[config.mk]
export PLATFORM = sky130hd
export DESIGN_NAME = dpg_gpio
export DESIGN_NICKNAME = d
export VERILOG_FILES = /design/src/hdl/dpg_pkg.sv /design/src/hdl/dpg_gpio.sv /design/src/hdl/dpg_sync.sv /design/src/hdl/dpg_qdiv.sv
export SDC_FILE = /design/constraint.sdc
export NUM_CORES = 1
export LEC_CHECK = 0
export ABC_AREA = 1
export BUFFER_PORTS_ARGS = -buffer_cell sky130_fd_sc_hd__buf_2
export CORE_ASPECT_RATIO = 1.5
export CORE_MARGIN = 5
export CORE_UTILIZATION = 41
export DETAILED_ROUTE_END_ITERATION = 10
export PLACE_DENSITY = 0.66
export SYNTH_ARGS = -nofsm -noshare
export SYNTH_HDL_FRONTEND = slang
export SYNTH_HIERARCHICAL = 1
export SYNTH_SLANG_ARGS = --single-unit
[constraint.sdc]
create_clock -name clk -period 2.4 [get_ports clk]
set_input_delay 0.24 -clock clk [delete_from_list [all_inputs] [get_ports clk]]
set_output_delay 0.24 -clock clk [all_outputs]
set_load 0.005 [all_outputs]
[src/hdl/dpg_pkg.sv]
// Purpose: shared constants of the dual gpio port block
// Assumes: registers sit at word index, byte address is four times index
// Notes:   reset values and bit positions used by the top and its helpers
package dpg_pkg;
   localparam int          AW          = 12;
   localparam int          IDX_W       = 8;
   // register indices
   localparam logic [7:0]  IDX_PA      = 8'h05;
   localparam logic [7:0]  IDX_PB      = 8'h06;
   localparam logic [7:0]  IDX_INTC    = 8'h0b;
   localparam logic [7:0]  IDX_CMP     = 8'h1f;
   localparam logic [7:0]  IDX_OPT     = 8'h81;
   localparam logic [7:0]  IDX_TRA     = 8'h85;
   localparam logic [7:0]  IDX_TRB     = 8'h86;
   localparam logic [7:0]  IDX_VREF    = 8'h9f;
   localparam logic [7:0]  IDX_ALT     = 8'ha0;
   localparam logic [7:0]  IDX_CFG     = 8'ha1;
   // reset values
   localparam logic [7:0]  RST_LAT     = 8'h00;
   localparam logic [7:0]  RST_TRIS    = 8'hff;
   localparam logic [7:0]  RST_OPT     = 8'hff;
   localparam logic [7:0]  RST_CMP     = 8'h00;
   localparam logic [7:0]  RST_VREF    = 8'h00;
   localparam logic [7:0]  RST_INTC    = 8'h00;
   localparam logic [7:0]  RST_ALT     = 8'h00;
   localparam logic [7:0]  RST_CFG     = 8'h00;
   // field layout
   localparam logic [7:0]  CMP_WMASK   = 8'h3f;
   localparam logic [7:0]  VREF_MASK   = 8'hef;
   localparam logic [7:0]  CFG_MASK    = 8'h03;
   localparam logic [7:0]  ANA_MASK    = 8'h0f;
   localparam logic [2:0]  CM_OFF      = 3'h7;
   localparam int          OPT_PUN_BIT = 7;
   localparam int          FLAG_BIT    = 0;
   localparam int          IE_BIT      = 3;
   localparam int          CFG_MASTER_CLEAR_N    = 0;
   localparam int          CFG_QCLK    = 1;
   localparam int          PA_OD_BIT   = 4;
   localparam int          PA_IN_BIT   = 5;
   localparam int          PA_OSC_BIT  = 6;
   // timing: quarter clock divides the core clock by this ratio
   localparam int          QDIV        = 4;
   localparam logic [1:0]  RESP_OKAY   = 2'h0;
   localparam logic [1:0]  RESP_DECERR = 2'h3;
endpackage : dpg_pkg

[src/hdl/dpg_gpio.sv]
// Purpose: two 8-bit gpio ports with change detect, over axi4-lite
// Assumes: pins asynchronous, peripherals on the core clock
// Notes:   comparator and reference analog parts are not modelled
// Overview of operation
// - second port direction one floats the pin, zero drives latch
// - second port data read returns pins, write goes to latch
// - port writes sample pins, modify selected bits, store in latch
// - enabled alternate function overrides second port direction
// - clearing option bit 7 enables all second port pull-ups
// - pull-up off while the pin is an output
// - pull-ups disabled after power-on reset
// - change detect covers upper four inputs, outputs excluded
// - mismatch against last-read value ORed into flag bit 0
// - change flag can wake the core from sleep
// - any second port read or low-byte write refreshes the compare value
// - persisting mismatch keeps setting flag; read before clearing
// - a change during a port read still sets the flag
// - first port bit 4 is open drain, pulls low only
// - first port bit 5 input only, optional active-low master clear
// - oscillator output pin may carry a quarter rate clock
// - unimplemented register bits read as zero
// - first port direction one floats the pin, zero drives latch
// - first port pins used as comparator inputs read as zero
//
// Implementation choice: the AXI4-Lite interface to the registers.
`timescale 1ns/100ps
module dpg_gpio
   import dpg_pkg::*;
(
   input  wire logic                  clk,
   input  wire logic                  rst_n,
   input  wire logic [dpg_pkg::AW-1:0] s_axi_awaddr,
   input  wire logic                  s_axi_awvalid,
   output logic                       s_axi_awready,
   input  wire logic [31:0]           s_axi_wdata,
   input  wire logic [3:0]            s_axi_wstrb,
   input  wire logic                  s_axi_wvalid,
   output logic                       s_axi_wready,
   output logic [1:0]                 s_axi_bresp,
   output logic                       s_axi_bvalid,
   input  wire logic                  s_axi_bready,
   input  wire logic [dpg_pkg::AW-1:0] s_axi_araddr,
   input  wire logic                  s_axi_arvalid,
   output logic                       s_axi_arready,
   output logic [31:0]                s_axi_rdata,
   output logic [1:0]                 s_axi_rresp,
   output logic                       s_axi_rvalid,
   input  wire logic                  s_axi_rready,
   input  wire logic [7:0]            pa_in,
   output logic [7:0]                 pa_out,
   output logic [7:0]                 pa_oe,
   input  wire logic [7:0]            pb_in,
   output logic [7:0]                 pb_out,
   output logic [7:0]                 pb_oe,
   output logic [7:0]                 pb_pullup,
   input  wire logic [7:0]            alt_out,
   input  wire logic [7:0]            alt_oe,
   input  wire logic                  sleep,
   output logic                       wake,
   output logic                       port_change_irq,
   output logic                       master_clear_req
);
   import dpg_pkg::*;

   typedef struct packed {
      logic             aw_v;
      logic [IDX_W-1:0] aw_i;
      logic             aw_ok;
      logic             w_v;
      logic [31:0]      wd;
      logic [3:0]       ws;
      logic             bv;
      logic [1:0]       br;
      logic             rv;
      logic [7:0]       rd;
      logic [1:0]       rr;
      logic [7:0]       pa_lat;
      logic [7:0]       pa_dir;
      logic [7:0]       pb_lat;
      logic [7:0]       pb_dir;
      logic [7:0]       opt;
      logic [7:0]       intc;
      logic [7:0]       cmp;
      logic [7:0]       vref;
      logic [7:0]       alt;
      logic [7:0]       cfg;
      logic [3:0]       old;
   } dpg_state_t;

   localparam dpg_state_t ST_RST = '{
      aw_i: '0, wd: '0, ws: '0, br: RESP_OKAY, rd: '0, rr: RESP_OKAY,
      pa_lat: RST_LAT, pa_dir: RST_TRIS, pb_lat: RST_LAT, pb_dir: RST_TRIS,
      opt: RST_OPT, intc: RST_INTC, cmp: RST_CMP, vref: RST_VREF,
      alt: RST_ALT, cfg: RST_CFG, old: '0, default: 1'b0};

   dpg_state_t   s_q;
   dpg_state_t   s_d;
   logic [15:0]  pin_s;
   logic [7:0]   pa_s;
   logic [7:0]   pb_s;
   logic [7:0]   pa_rd;
   logic         qclk;
   logic         mism;
   logic         pb_touch;

   function automatic logic mapped(input logic [IDX_W-1:0] i);
      unique case (i)
         IDX_PA, IDX_PB, IDX_INTC, IDX_CMP, IDX_OPT,
         IDX_TRA, IDX_TRB, IDX_VREF, IDX_ALT, IDX_CFG: mapped = 1'b1;
         default:                                      mapped = 1'b0;
      endcase
   endfunction : mapped

   function automatic logic addr_ok(input logic [AW-1:0] a);
      addr_ok = (a[AW-1:IDX_W+2] == '0) && mapped(a[IDX_W+1:2]);
   endfunction : addr_ok

   // pins first, then the bits selected by the mask replaced
   function automatic logic [7:0] rmw(input logic [7:0] pins,
                                      input logic [7:0] val,
                                      input logic [7:0] m);
      rmw = (pins & ~m) | (val & m);
   endfunction : rmw

   dpg_sync #(
      .W    (16)
   ) u_sync (
      .clk  (clk),
      .rst_n(rst_n),
      .d_i  ({pb_in, pa_in}),
      .q_o  (pin_s)
   );
   assign pa_s = pin_s[7:0];
   assign pb_s = pin_s[15:8];

   dpg_qdiv #(
      .DIV   (QDIV)
   ) u_qdiv (
      .clk   (clk),
      .rst_n (rst_n),
      .tick_o(),
      .wave_o(qclk)
   );

   // comparator modes other than off claim the low four pins as analog
   // pins held as analog inputs read zero, the upper four stay digital
   assign pa_rd = pa_s & ((s_q.cmp[2:0] == CM_OFF) ? 8'hff : ~ANA_MASK);

   // second port pin drivers
   for (genvar i = 0; i < 8; i++) begin : g_pb
      always_comb begin
         if (s_q.alt[i]) begin
            pb_oe[i]  = alt_oe[i];
            pb_out[i] = alt_out[i];
         end else begin
            pb_oe[i]  = ~s_q.pb_dir[i];
            pb_out[i] = s_q.pb_lat[i];
         end
         pb_pullup[i] = ~s_q.opt[OPT_PUN_BIT] & ~pb_oe[i];
      end
   end

   // first port pin drivers
   always_comb begin
      pa_oe  = ~s_q.pa_dir;
      pa_out = s_q.pa_lat;
      pa_out[PA_OD_BIT] = 1'b0;
      pa_oe[PA_OD_BIT]  = ~s_q.pa_dir[PA_OD_BIT] & ~s_q.pa_lat[PA_OD_BIT];
      pa_oe[PA_IN_BIT]  = 1'b0;
      if (s_q.cfg[CFG_QCLK]) begin
         pa_oe[PA_OSC_BIT]  = 1'b1;
         pa_out[PA_OSC_BIT] = qclk;
      end
   end

   // only inputs take part; an output pin never compares
   assign mism = |((pb_s[7:4] ^ s_q.old) & ~pb_oe[7:4]);

   assign master_clear_req = s_q.cfg[CFG_MASTER_CLEAR_N] & ~pa_s[PA_IN_BIT];
   assign port_change_irq  = s_q.intc[FLAG_BIT] & s_q.intc[IE_BIT];
   assign wake             = sleep & port_change_irq;

   assign s_axi_awready = ~s_q.aw_v;
   assign s_axi_wready  = ~s_q.w_v;
   assign s_axi_bvalid  = s_q.bv;
   assign s_axi_bresp   = s_q.br;
   assign s_axi_arready = ~s_q.rv;
   assign s_axi_rvalid  = s_q.rv;
   assign s_axi_rresp   = s_q.rr;
   assign s_axi_rdata   = {24'h000000, s_q.rd};

   always_comb begin
      logic [7:0]       m;
      logic [7:0]       rv;
      logic [IDX_W-1:0] ri;
      m        = 8'hff;
      rv       = 8'h00;
      ri       = s_axi_araddr[IDX_W+1:2];
      pb_touch = 1'b0;
      s_d      = s_q;
      if (s_axi_awvalid && s_axi_awready) begin
         s_d.aw_v  = 1'b1;
         s_d.aw_i  = s_axi_awaddr[IDX_W+1:2];
         s_d.aw_ok = addr_ok(s_axi_awaddr);
      end
      if (s_axi_wvalid && s_axi_wready) begin
         s_d.w_v = 1'b1;
         s_d.wd  = s_axi_wdata;
         s_d.ws  = s_axi_wstrb;
      end
      // write commits once address and data are both in and no answer waits
      if (s_q.aw_v && s_q.w_v && !s_q.bv) begin
         s_d.aw_v = 1'b0;
         s_d.w_v  = 1'b0;
         s_d.bv   = 1'b1;
         s_d.br   = s_q.aw_ok ? RESP_OKAY : RESP_DECERR;
         if (s_q.ws[1]) m = s_q.wd[15:8];
         if (s_q.aw_ok && s_q.ws[0]) begin
            unique case (s_q.aw_i)
               IDX_PA:   s_d.pa_lat = rmw(pa_rd, s_q.wd[7:0], m);
               IDX_PB: begin
                  s_d.pb_lat = rmw(pb_s, s_q.wd[7:0], m);
                  pb_touch   = 1'b1;
               end
               IDX_INTC: s_d.intc   = s_q.wd[7:0];
               IDX_CMP:  s_d.cmp    = s_q.wd[7:0] & CMP_WMASK;
               IDX_OPT:  s_d.opt    = s_q.wd[7:0];
               IDX_TRA:  s_d.pa_dir = s_q.wd[7:0];
               IDX_TRB:  s_d.pb_dir = s_q.wd[7:0];
               IDX_VREF: s_d.vref   = s_q.wd[7:0] & VREF_MASK;
               IDX_ALT:  s_d.alt    = s_q.wd[7:0];
               IDX_CFG:  s_d.cfg    = s_q.wd[7:0] & CFG_MASK;
               default:  s_d.bv     = 1'b1;
            endcase
         end
      end
      if (s_q.bv && s_axi_bready) s_d.bv = 1'b0;
      if (s_axi_arvalid && s_axi_arready) begin
         unique case (ri)
            IDX_PA:   rv = pa_rd;
            IDX_PB: begin
               rv       = pb_s;
               pb_touch = addr_ok(s_axi_araddr);
            end
            IDX_INTC: rv = s_q.intc;
            IDX_CMP:  rv = s_q.cmp;
            IDX_OPT:  rv = s_q.opt;
            IDX_TRA:  rv = s_q.pa_dir;
            IDX_TRB:  rv = s_q.pb_dir;
            IDX_VREF: rv = s_q.vref;
            IDX_ALT:  rv = s_q.alt;
            IDX_CFG:  rv = s_q.cfg;
            default:  rv = 8'h00;
         endcase
         if (!addr_ok(s_axi_araddr)) rv = 8'h00;
         s_d.rv = 1'b1;
         s_d.rd = rv;
         s_d.rr = addr_ok(s_axi_araddr) ? RESP_OKAY : RESP_DECERR;
      end
      if (s_q.rv && s_axi_rready) s_d.rv = 1'b0;
      // a read in the same cycle as a pin edge still flags it, mism uses the old value
      if (pb_touch) s_d.old = pb_s[7:4];
      // hardware set wins over a software clear in the same cycle
      if (mism) s_d.intc[FLAG_BIT] = 1'b1;
   end

   always_ff @(posedge clk or negedge rst_n) begin
      if (!rst_n) s_q <= ST_RST;
      else        s_q <= s_d;
   end
endmodule : dpg_gpio

[src/hdl/dpg_sync.sv]
// Purpose: two-flop synchroniser for asynchronous pin levels
// Assumes: each bit is an independent level
// Notes:   first stage feeds only the second stage
`timescale 1ns/100ps
module dpg_sync #(
   parameter int W = 8
) (
   input  wire logic         clk,
   input  wire logic         rst_n,
   input  wire logic [W-1:0] d_i,
   output logic      [W-1:0] q_o
);
   logic [W-1:0] meta_q;
   always_ff @(posedge clk or negedge rst_n) begin
      if (!rst_n) begin
         meta_q <= '0;
         q_o    <= '0;
      end else begin
         meta_q <= d_i;
         q_o    <= meta_q;
      end
   end
endmodule : dpg_sync

[src/hdl/dpg_qdiv.sv]
// Purpose: divides the core clock for the quarter clock pin
// Assumes: ratio is a power of two, at least two
// Notes:   square wave from the counter msb, tick one cycle per period
`timescale 1ns/100ps
module dpg_qdiv #(
   parameter int DIV = 4
) (
   input  wire logic clk,
   input  wire logic rst_n,
   output logic      tick_o,
   output logic      wave_o
);
   localparam int CW = $clog2(DIV);
   logic [CW-1:0] cnt_q;
   if (DIV < 2 || (DIV & (DIV - 1)) != 0) begin : g_bad
      $error("divide ratio must be a power of two");
   end
   always_ff @(posedge clk or negedge rst_n) begin
      if (!rst_n) cnt_q <= '0;
      else        cnt_q <= cnt_q + 1'b1;
   end
   assign tick_o = &cnt_q;
   assign wave_o = cnt_q[CW-1];
endmodule : dpg_qdiv

==> results of run 1 <==
[cell usage in the layout (no fill, tap or decap), types with 5 or more instances in the layout]
cell,instances
nand2_1,192
buf_2,134
dfrtp_1,126
inv_1,95
nor2_1,90
o21ai_0,73
nand3_1,35
a21oi_1,33
o21ai_1,30
conb_1,26
dfstp_2,24
dlygate4sd3_1,18
clkbuf_16,17
buf_4,16
mux2_2,9
nand4_1,6
nor2_2,5
nor3_1,5
o21a_1,5
[state kept, by name, indices dropped and copies added, names as in the netlist]
name,cells
s_q,98
u_sync/meta_q,16
u_sync/q_o,16
s_axi_rdata,8
pa_out,6
u_qdiv/cnt_q,2
s_axi_bresp,1
s_axi_bvalid,1
s_axi_rresp,1
s_axi_rvalid,1
[cells by family (layout without fill, tap and decap cells)]
logic type | count (synthesis) | count (layout) | synth area share [%]
simple gates | 357 | 357 | 22.0
buf+inv | 159 | 303 | 11.1
compound gates | 154 | 154 | 11.5
flops | 150 | 150 | 53.6
mux | 9 | 9 | 1.44
fa+ha+maj | 1 | 1 | 0.177
other cells | 1 | 26 | 0.0532
xor+xnor | 1 | 1 | 0.124
[layout make-up]
cell class / count / area [µm²] / area share [%]
repair buffers: 171 / 1020 / 11.9
inverters: 100 / 378 / 4.39
flip-flops and latches: 150 / 3780 / 44.0
clock buffers: 19 / 453 / 5.27
clock inverters: 13 / 121 / 1.41
multi-input cells: 548 / 2580 / 30.0
well taps: 210 / 263 / 3.05
[routing by layer]
layer / GRT usage (%) / vias up / part of all wire (%)
li1: - / 2909 / -
met1: 23.8 / 2774 / 39
met2: 34.6 / 215 / 51
met3: 2.94 / 46 / 5.9
met4: 9.83 / 0 / 4.2
met5: 0 / - / 0
[synth_stat cells (all sizes together)]
| cell | count | area [µm²] |
|---|---|---|
| nand2 | 194 | 733 |
| dfrtp | 126 | 3150 |
| o21ai | 103 | 515 |
| inv | 100 | 378 |
| nor2 | 97 | 400 |
| buf | 54 | 385 |
| nand3 | 38 | 213 |
| a21oi | 35 | 183 |
| dfstp | 24 | 631 |
| mux2 | 9 | 101 |
| nand4 | 7 | 50.1 |
| nor4 | 6 | 58.8 |
| clkbuf | 5 | 18.8 |
| nor3 | 5 | 25.0 |
| o21a | 5 | 37.5 |
| or2 | 4 | 25.0 |
| a31oi | 3 | 18.8 |
| nor3b | 3 | 22.5 |
| o22ai | 3 | 18.8 |
| nand3b | 2 | 15.0 |
| o211ai | 2 | 15.0 |
| a211oi | 1 | 7.51 |
| and2 | 1 | 6.26 |
| conb | 1 | 3.75 |
| ha | 1 | 12.5 |
| o31ai | 1 | 7.51 |
| o32ai | 1 | 8.76 |
| xnor2 | 1 | 8.76 |
[metrics by stage]
step	setup WS [ns]	instance area [µm²]	power, mW
floorplan	0.909	7150	3.87
global placement	0.571	7850	4.38
detailed placement	0.502	7850	4.41
CTS	0.490	8600	6.99
global route	0.273	8600	7.31
finish	0.541	8600	6.96
[worst max path at each step]
stage	start	endpoint	slack (ns)
2_1_floorplan	s_axi_bvalid	s_q[75]	0.91
3_3_place_gp	s_axi_araddr[8]	s_q[0]	0.57
3_5_place_dp	s_q[140]	pa_out[5]	0.50
4_1_cts	s_q[140]	pa_out[5]	0.49
5_1_grt	s_q[137]	s_q[49]	0.27
6_report	s_q[140]	s_q[60]	0.54
[power breakdown]
part / switching (mW) / internal (mW) / leakage, nW
Clock: 1.08 / 1.49 / 0.280
Combinational: 0.861 / 0.450 / 2.18
Sequential: 0.259 / 2.82 / 1.84
[timing repair]
action / CTS / global route
setup buffers: 0 / 0
hold buffers: 18 / 0
endpoints found under the hold margin: 66 / 0
==> impl_metrics.csv, run 1 <==
group,metric,value,unit
floorplanning,io_pins,184,
flow_run,drv_cap,0,
floorplanning,die_h,171,µm
power,p_leak,4.30,nW
yosys,ys_seq_elements,150,
sta,fin_setup_tns,0,ns
hold_path,hold_path_end,"s_axi_rvalid",
clocking,clk_pin_slew,0.07,ns
global_routing,grt_start_max_net_pins,62,
critical_path,crit_fanout,16,
sta,setup_viol,0,
detailed_routing,viasPerCell,4.91,
hold_path,hp-class,"primary input to register",
detailed_routing,routedWlPerCell,15.9,µm
floorplanning,die_area,20000,µm²
finish,fillerInstances,1624,
placed_design,portBuffers,135,
critical_path,ff2ff_path_depth,4,
clocking,cts_made_buffers,17,
sta,max_freq,0.538,GHz
critical_path,slowest_stage,"nor4_2",
floorplanning,start_util,41.9,%
critical_path,regToRegEndpoint,"s_q[60]",
yosys,yosysSeqAreaShare,53.6,%
floorplanning,core,16800,µm²
global_routing,grt_pass1_vias,5806,
detailed_routing,vias,5944,
global_routing,antenna_found_initial,0,
finish,post-route-util,51.1,%
status,status,"completed",
detailed_routing,dr.pass1.iters,4,
detailed_routing,wl,19.2,mm
sta,hold_viol,0,
sta,slew_headroom,57.4,%
clocking,cts_tree,"built",
critical_path,cp.arrival,2.15,ns
clocking,htree_levels,4,
global_routing,grt_usage,19.9,%
hold_path,min_from,"s_axi_rready",
critical_path,required,2.69,ns
finish,nets,1089,
yosys,syn_avg_cell_area,8.48,µm²
critical_path,timing.rr.start,"s_q[140]",
detailed_routing,ant_nets,0,
yosys,ys_warn_count,6,
critical_path,worstSetupPathType,"register to register",
global_routing,grt_pass1_wl,30.2,mm
yosys,syn-cell-area,7050,µm²
yosys,synth_cell_types,44,
sta,drv_slew,0,
sta,period_share,77.5,%
placed_design,hpwl,14.7,mm
sta,rsz0062_at_grt,"false",
sta,skew,0.0117,ns
finish,drive_gt1_share,24.4,%
sta,period_minus_slack,1.86,ns
finish,synthToLayoutAreaGrowth,22.0,%
detailed_routing,drc,0,
floorplanning,rows,58,
clocking,cts.sinks,150,
finish,fin_cells,1211,
clocking,clockBufferDepth,2,
sta,worst_pin_slew,0.635,ns
placed_design,gp_congestion,0.898,
hold_path,min_path_cells,2,
global_routing,overflow,0,
floorplanning,fp.dieW,117,µm
placed_design,dp.cells,1161,
yosys,postSynthCellCount,832,
critical_path,path_buf_inv,0,
critical_path,cp_top_family,"simple AND/OR/NAND/NOR gates",
critical_path,critPathCaptureType,"register",
critical_path,rrSetupSlack,0.54,ns
critical_path,cpPeakStageDelay,0.47,ns
sta,fin_hold_ws,0.00191,ns
critical_path,path_depth,4,
clocking,cts_root_buf,"clkbuf_16",
clocking,cts_resized,0,
clocking,clk_latency,0.42,ns
power,vdd_drop_max,0.505,mV
critical_path,worstPathCellList,"nor4_2 > nand4_2 > nor3b_1 > a21oi_1",
power,power.density,809,nW/µm²
critical_path,critPathLaunchType,"register",
detailed_routing,drt_iter0_drc,282,
finish,n_antenna_cell,0,
Power figures use the tool's default switching activity.
==> run 2: changes to the inputs <==
- clock period: 2.4 -> 1.9 ns (I/O delays scaled with it)
==> run 2 against run 1 <==
Effect of this change: flip-flop and latch count unchanged; wire length increased by 2.7%; combinational power increased by 31%; largest cell class unchanged; first-iteration DRC count increased by 32%; die area unchanged; power increased by 27%; highest routed layer unchanged; via count increased by 2.4%; largest power group unchanged.
==> impl_metrics.csv, run 2 (same netlist as run 1, synthesis figures left out) <==
group,metric,value,unit
finish,nets,1105,
global_routing,grt.busiest_layer,"met2",
finish,fin_cells,1227,
sta,setup_slack,0.254,ns
detailed_routing,drt_iter0_drc,373,
power,vdd_drop_max,0.829,mV
detailed_routing,dr.pass1.iters,6,
finish,n_antenna_cell,0,
finish,largest_reg_flops,98,
global_routing,overflow,0,
floorplanning,start_util,41.9,%
clocking,cts_made_buffers,17,
floorplanning,die_area,20000,µm²
clocking,cts_root_buf,"clkbuf_16",
global_routing,grt_start_max_net_pins,55,
placed_design,portBuffers,135,
detailed_routing,vias,6085,
sta,hold_viol,0,
critical_path,critPathCaptureType,"primary output",
critical_path,crit_fanout,6,
global_routing,grt_pass1_vias,5963,
placed_design,dp.cells,1174,
global_routing,grt_pass1_wl,30.7,mm
sta,period_minus_slack,1.65,ns
flow_run,drv_cap,0,
critical_path,rrSetupSlack,0.26,ns
global_routing,grt_use_met3,4.46,%
finish,largest_register,"s_q",
placed_design,gp_congestion,0.860,
finish,fillerInstances,1611,
detailed_routing,wl,19.8,mm
sta,slew_headroom,66.0,%
clocking,cts_tree,"built",
critical_path,required,1.71,ns
placed_design,placed_area,7950,µm²
global_routing,grt_usage,20.3,%
finish,mostFrequentLayoutCells,"192 x nand2_1, 134 x buf_2, 126 x dfrtp_1",
global_routing,antenna_found_initial,0,
detailed_routing,routedWlPerCell,16.1,µm
sta,skew,0.00685,ns
floorplanning,fp.dieW,117,µm
sta,fin_setup_tns,0,ns
critical_path,cp.arrival,1.46,ns
detailed_routing,drc,0,
finish,reg_top3,"s_q x98, u_sync/meta_q x16, u_sync/q_o x16",
clocking,htree_levels,4,
power,p_leak,4.37,nW
global_routing,met1_usage,24.1,%
sta,drv_slew,0,
finish,drive_gt1_share,25.3,%
sta,rsz0062_at_grt,"false",
floorplanning,rows,58,
clocking,clk_pin_slew,0.06,ns
hold_path,hp-class,"primary input to register",
clocking,post_cts_buffers,0,
detailed_routing,ant_nets,0,
sta,period_share,86.6,%
finish,synthToLayoutAreaGrowth,23.8,%
status,status,"completed",
power,power.density,1010,nW/µm²
placed_design,dp_slack,0.176,ns
sta,worst_pin_slew,0.509,ns
finish,mostFrequentLayoutCell,"nand2_1",
global_routing,grtUsageMet2,34.5,%
detailed_routing,viasPerCell,4.96,
placed_design,hpwl,15.1,mm
clocking,clockBufferDepth,2,
floorplanning,io_pins,184,
critical_path,worstSetupPathType,"register to primary output",
floorplanning,core,16800,µm²
finish,fin_area,8730,µm²
sta,setup_viol,0,
clocking,cts.sinks,150,
power,power,8.86,mW
clocking,clk_latency,0.42,ns
sta,max_freq,0.607,GHz
floorplanning,die_h,171,µm
critical_path,critPathLaunchType,"register",
[run 2: cell type report]
class | count | area (µm²) | share of cell area [%]
repair buffers | 187 | 1150 | 13.2
multi-input cells | 548 | 2580 | 29.6
well taps | 210 | 263 | 3.01
inverters | 100 | 378 | 4.33
clock buffers | 19 | 443 | 5.07
clock inverters | 13 | 133 | 1.52
flip-flops and latches | 150 | 3780 | 43.3
[run 2: where the power goes]
| part | switching [mW] | total [mW] | internal (mW) |
|---|---|---|---|
| Combinational | 1.11 | 1.71 | 0.600 |
| Clock | 1.30 | 3.26 | 1.96 |
| Sequential | 0.332 | 3.89 | 3.56 |
| Total | 2.74 | 8.86 | 6.12 |
[run 2: what timing repair did]
| item | CTS | global route |
|---|---|---|
| endpoints found under the setup margin | 0 | 3 |
| gates resized for setup | 0 | 1 |
| hold endpoints to repair | 71 | 0 |
| hold buffers | 21 | 0 |
[run 2: worst paths after layout]
check,start,endpoint,cells after the start
worst max-delay path,s_q[18],pb_pullup[6],4
worst min-delay path,s_axi_wdata[13],s_q[115],3
worst max register to register,s_q[140],s_q[64],6
worst min register to register,u_sync/meta_q[1],u_sync/q_o[1],0
max in group asynchronous,rst_n,s_q[53],3
min in group asynchronous,rst_n,s_q[105],2
[run 2: stage by stage]
step / util [%] / hold slack [ns]
finish: 51.9 / 0.0185
global route: 51.9 / 0.00422
CTS: 51.9 / 0.00889
detailed placement: 47.2 / 0.0978
global placement: 47.2 / 0.0917
floorplan: - / -0.106
[run 2: critical path, cell delays in order, from the launching register on]
cell	delay [ns]
dfrtp_1	0.46
o21ai_0	0.26
buf_4	0.16
nor2_1	0.03
buf_2	0.13
[run 2: routing by layer]
layer / routed length, µm / share of wire, %
met3: 1430 / 7.2
met5: 0 / 0
met1: 7380 / 37
met4: 892 / 4.5
met2: 10000 / 51
==> run 3: changes to the inputs <==
- ABC_AREA: 1 -> not set
- MAX_ROUTING_LAYER: not set -> met4
==> run 3 against run 2 <==
Effect of this change: flip-flop and latch count unchanged; critical path type is now register to register; cell area increased by 2.7%; first-iteration DRC count decreased by 36%; combinational power decreased by 9%; the flow now finishes with violations (setup timing).
==> impl_metrics.csv, run 3 <==
group,metric,value,unit
global_routing,antenna_found_initial,0,
yosys,synthTopCellsByCount,"126 x dfrtp_1, 90 x mux2_2, 51 x nand2_1",
clocking,cts_made_buffers,17,
placed_design,gp_congestion,0.862,
sta,period_share,105,%
floorplanning,die_area,19800,µm²
hold_path,hp-class,"primary input to register",
detailed_routing,routedWlPerCell,18.5,µm
status,violations,"setup timing",
yosys,synthFlopType,"dfrtp_1",
yosys,ys_warn_count,6,
finish,mostFrequentLayoutCells,"134 x buf_2, 126 x dfrtp_1, 89 x mux2_2",
finish,fillerInstances,1411,
power,power.density,1030,nW/µm²
detailed_routing,wl,18.4,mm
finish,largest_register,"s_q",
detailed_routing,vias,5178,
finish,drive_gt1_share,42.2,%
clocking,clk_pin_slew,0.06,ns
finish,n_antenna_cell,0,
critical_path,critPathCaptureType,"register",
yosys,synth_cell_types,56,
placed_design,dp.cells,932,
yosys,synth_edf_count,0,
finish,mostFrequentLayoutCell,"buf_2",
critical_path,worstSetupPathType,"register to register",
yosys,synth.most_common_cell,"dfrtp_1",
yosys,synthTopCellsByArea,"dfrtp_1 45%, mux2_2 15%, dfstp_2 9.0%",
global_routing,grt_usage,19.8,%
global_routing,grt_pass1_wl,29.2,mm
sta,fin_hold_ws,0.00816,ns
global_routing,grt_pass1_vias,5438,
clocking,htree_levels,4,
yosys,ys_seq_elements,150,
yosys,syn_avg_cell_area,11.8,µm²
yosys,postSynthCellCount,590,
critical_path,slowest_stage,"or4_4",
critical_path,worstPathCellList,"or3_1 > or4_4 > nor3_4 > buf_12 > mux2_2",
clocking,cts.sinks,150,
yosys,syn-cell-area,6970,µm²
clocking,cts_tree,"built",
sta,setup_viol,13,
detailed_routing,drc,0,
power,power,9.25,mW
finish,multi_input_area,2800,µm²
finish,nets,877,
sta,rsz0062_at_grt,"true",
sta,skew,0.00933,ns
clocking,cts_root_buf,"clkbuf_16",
floorplanning,die_h,170,µm
floorplanning,core,16800,µm²
critical_path,crit_fanout,8,
finish,register_area,3780,µm²
clocking,clk_latency,0.42,ns
placed_design,portBuffers,135,
sta,fin_setup_tns,-0.837,ns
yosys,async_reset_ff_share,100,%
sta,period_minus_slack,2.00,ns
power,vdd_drop_max,0.694,mV
detailed_routing,drt_iter0_drc,239,
critical_path,required,2.20,ns
global_routing,overflow,0,
finish,reg_top3,"s_q x98, u_sync/meta_q x16, u_sync/q_o x16",
sta,drv_slew,0,
sta,max_freq,0.500,GHz
sta,hold_viol,0,
detailed_routing,ant_nets,0,
floorplanning,rows,58,
yosys,yosysSeqAreaShare,54.3,%
yosys,yosysTopAreaCellShare,45.2,%
finish,fin_cells,999,
yosys,synth.largest_area_cell,"dfrtp_1",
sta,setup_slack,-0.102,ns
sta,worst_pin_slew,0.494,ns
detailed_routing,viasPerCell,5.18,
finish,synthToLayoutAreaGrowth,28.7,%
global_routing,grt_start_max_net_pins,53,
status,status,"complete, but fails checks",
critical_path,cp.arrival,2.30,ns
finish,largest_reg_flops,98,
floorplanning,fp.dieW,116,µm
placed_design,hpwl,14.0,mm
critical_path,critPathLaunchType,"register",
critical_path,cpPeakStageDelay,0.47,ns
floorplanning,start_util,41.6,%
detailed_routing,dr.pass1.iters,4,
clocking,clockBufferDepth,2,
flow_run,drv_cap,0,
floorplanning,io_pins,184,
power,p_leak,4.22,nW
sta,slew_headroom,66.7,%
==> run 3: cell count changes in the layout (fill, tap and decap cells not counted), sizes merged, moves of 9 or more <==
| cell | delta |
|---|---|
| inv | -78 |
| o21ai | -63 |
| dlygate4sd3 | +13 |
| a21oi | -27 |
| mux2 | +81 |
| nor2 | -76 |
| mux2i | +24 |
| buf | +9 |
| nand2 | -143 |
| nand3 | -28 |
==> run 3: final timing paths <==
kind	start	end	slack, ns	cells after the start
min in group asynchronous	rst_n	u_sync/meta_q[12]	0.22	2
setup / recovery	s_q[140]	s_q[40]	-0.10	5
hold / removal	s_axi_wdata[13]	s_q[115]	0.008	3
setup reg to reg	s_q[140]	s_q[40]	-0.10	5
hold reg to reg	u_sync/meta_q[11]	u_sync/q_o[11]	0.34	0
max in group asynchronous	rst_n	s_q[49]	0.97	3
==> run 3: layer usage <==
metal  vias up  track usage, %  share of wire (%)
li1       2407               -                  -
met4         0            6.56                2.1
met1      2585            24.0                 40
met3        22            3.32                5.3
met2       164            33.4                 53
met5         -               -                  0
==> run 3: layout make-up <==
type / instances / share of cell area (%)
clock inverters: 13 / 2.15
inverters: 18 / 0.753
flip-flops and latches: 150 / 42.2
multi-input cells: 380 / 31.2
clock buffers: 19 / 5.05
well taps: 210 / 2.93
repair buffers: 209 / 15.7
==> run 3: worst max-delay path, delay by kind of cell (launching register included) <==
family	cells	cell delay, ns
simple gates	3	1.02
flops	1	0.37
buf+inv	1	0.16
mux	1	0.33
==> run 3: stage by stage <==
| step | setup WS, ns | cell area, µm² | utilization, % |
|---|---|---|---|
| 3_3_place_gp | -0.0423 | 7960 | 47.5 |
| 3_5_place_dp | -0.0632 | 7960 | 47.5 |
| 2_1_floorplan | -0.0534 | 7080 | - |
| 5_1_grt | -0.148 | 8970 | 53.5 |
| 6_report | -0.102 | 8970 | 53.5 |
| 4_1_cts | -0.0983 | 8950 | 53.4 |
==> run 3: power breakdown <==
group | switching (mW) | internal (mW) | leakage, nW
registers | 0.487 | 3.56 | 1.85
clock network | 1.35 | 2.29 | 0.316
logic | 0.751 | 0.807 | 2.05
==> run 3: cells by family after synthesis <==
logic type / synth area share, %
DFF: 54.3
xor gates and xnor gates: 0.502
AOI/OAI and AO/OA: 8.95
and+or+nand+nor: 10.8
adders and majority gates: 0.179
muxes: 18.0
other: 0.0538
buffers and inverters: 7.29
==> run 3: what timing repair did <==
| action | CTS | global route |
|---|---|---|
| hold endpoints to repair | 62 | 0 |
| resized for setup | 2 | 12 |
| hold buffers | 34 | 0 |
| pin swaps | 0 | 1 |
| buffers inserted | 0 | 1 |
| setup endpoints to repair | 17 | 62 |
| cloned | 0 | 0 |
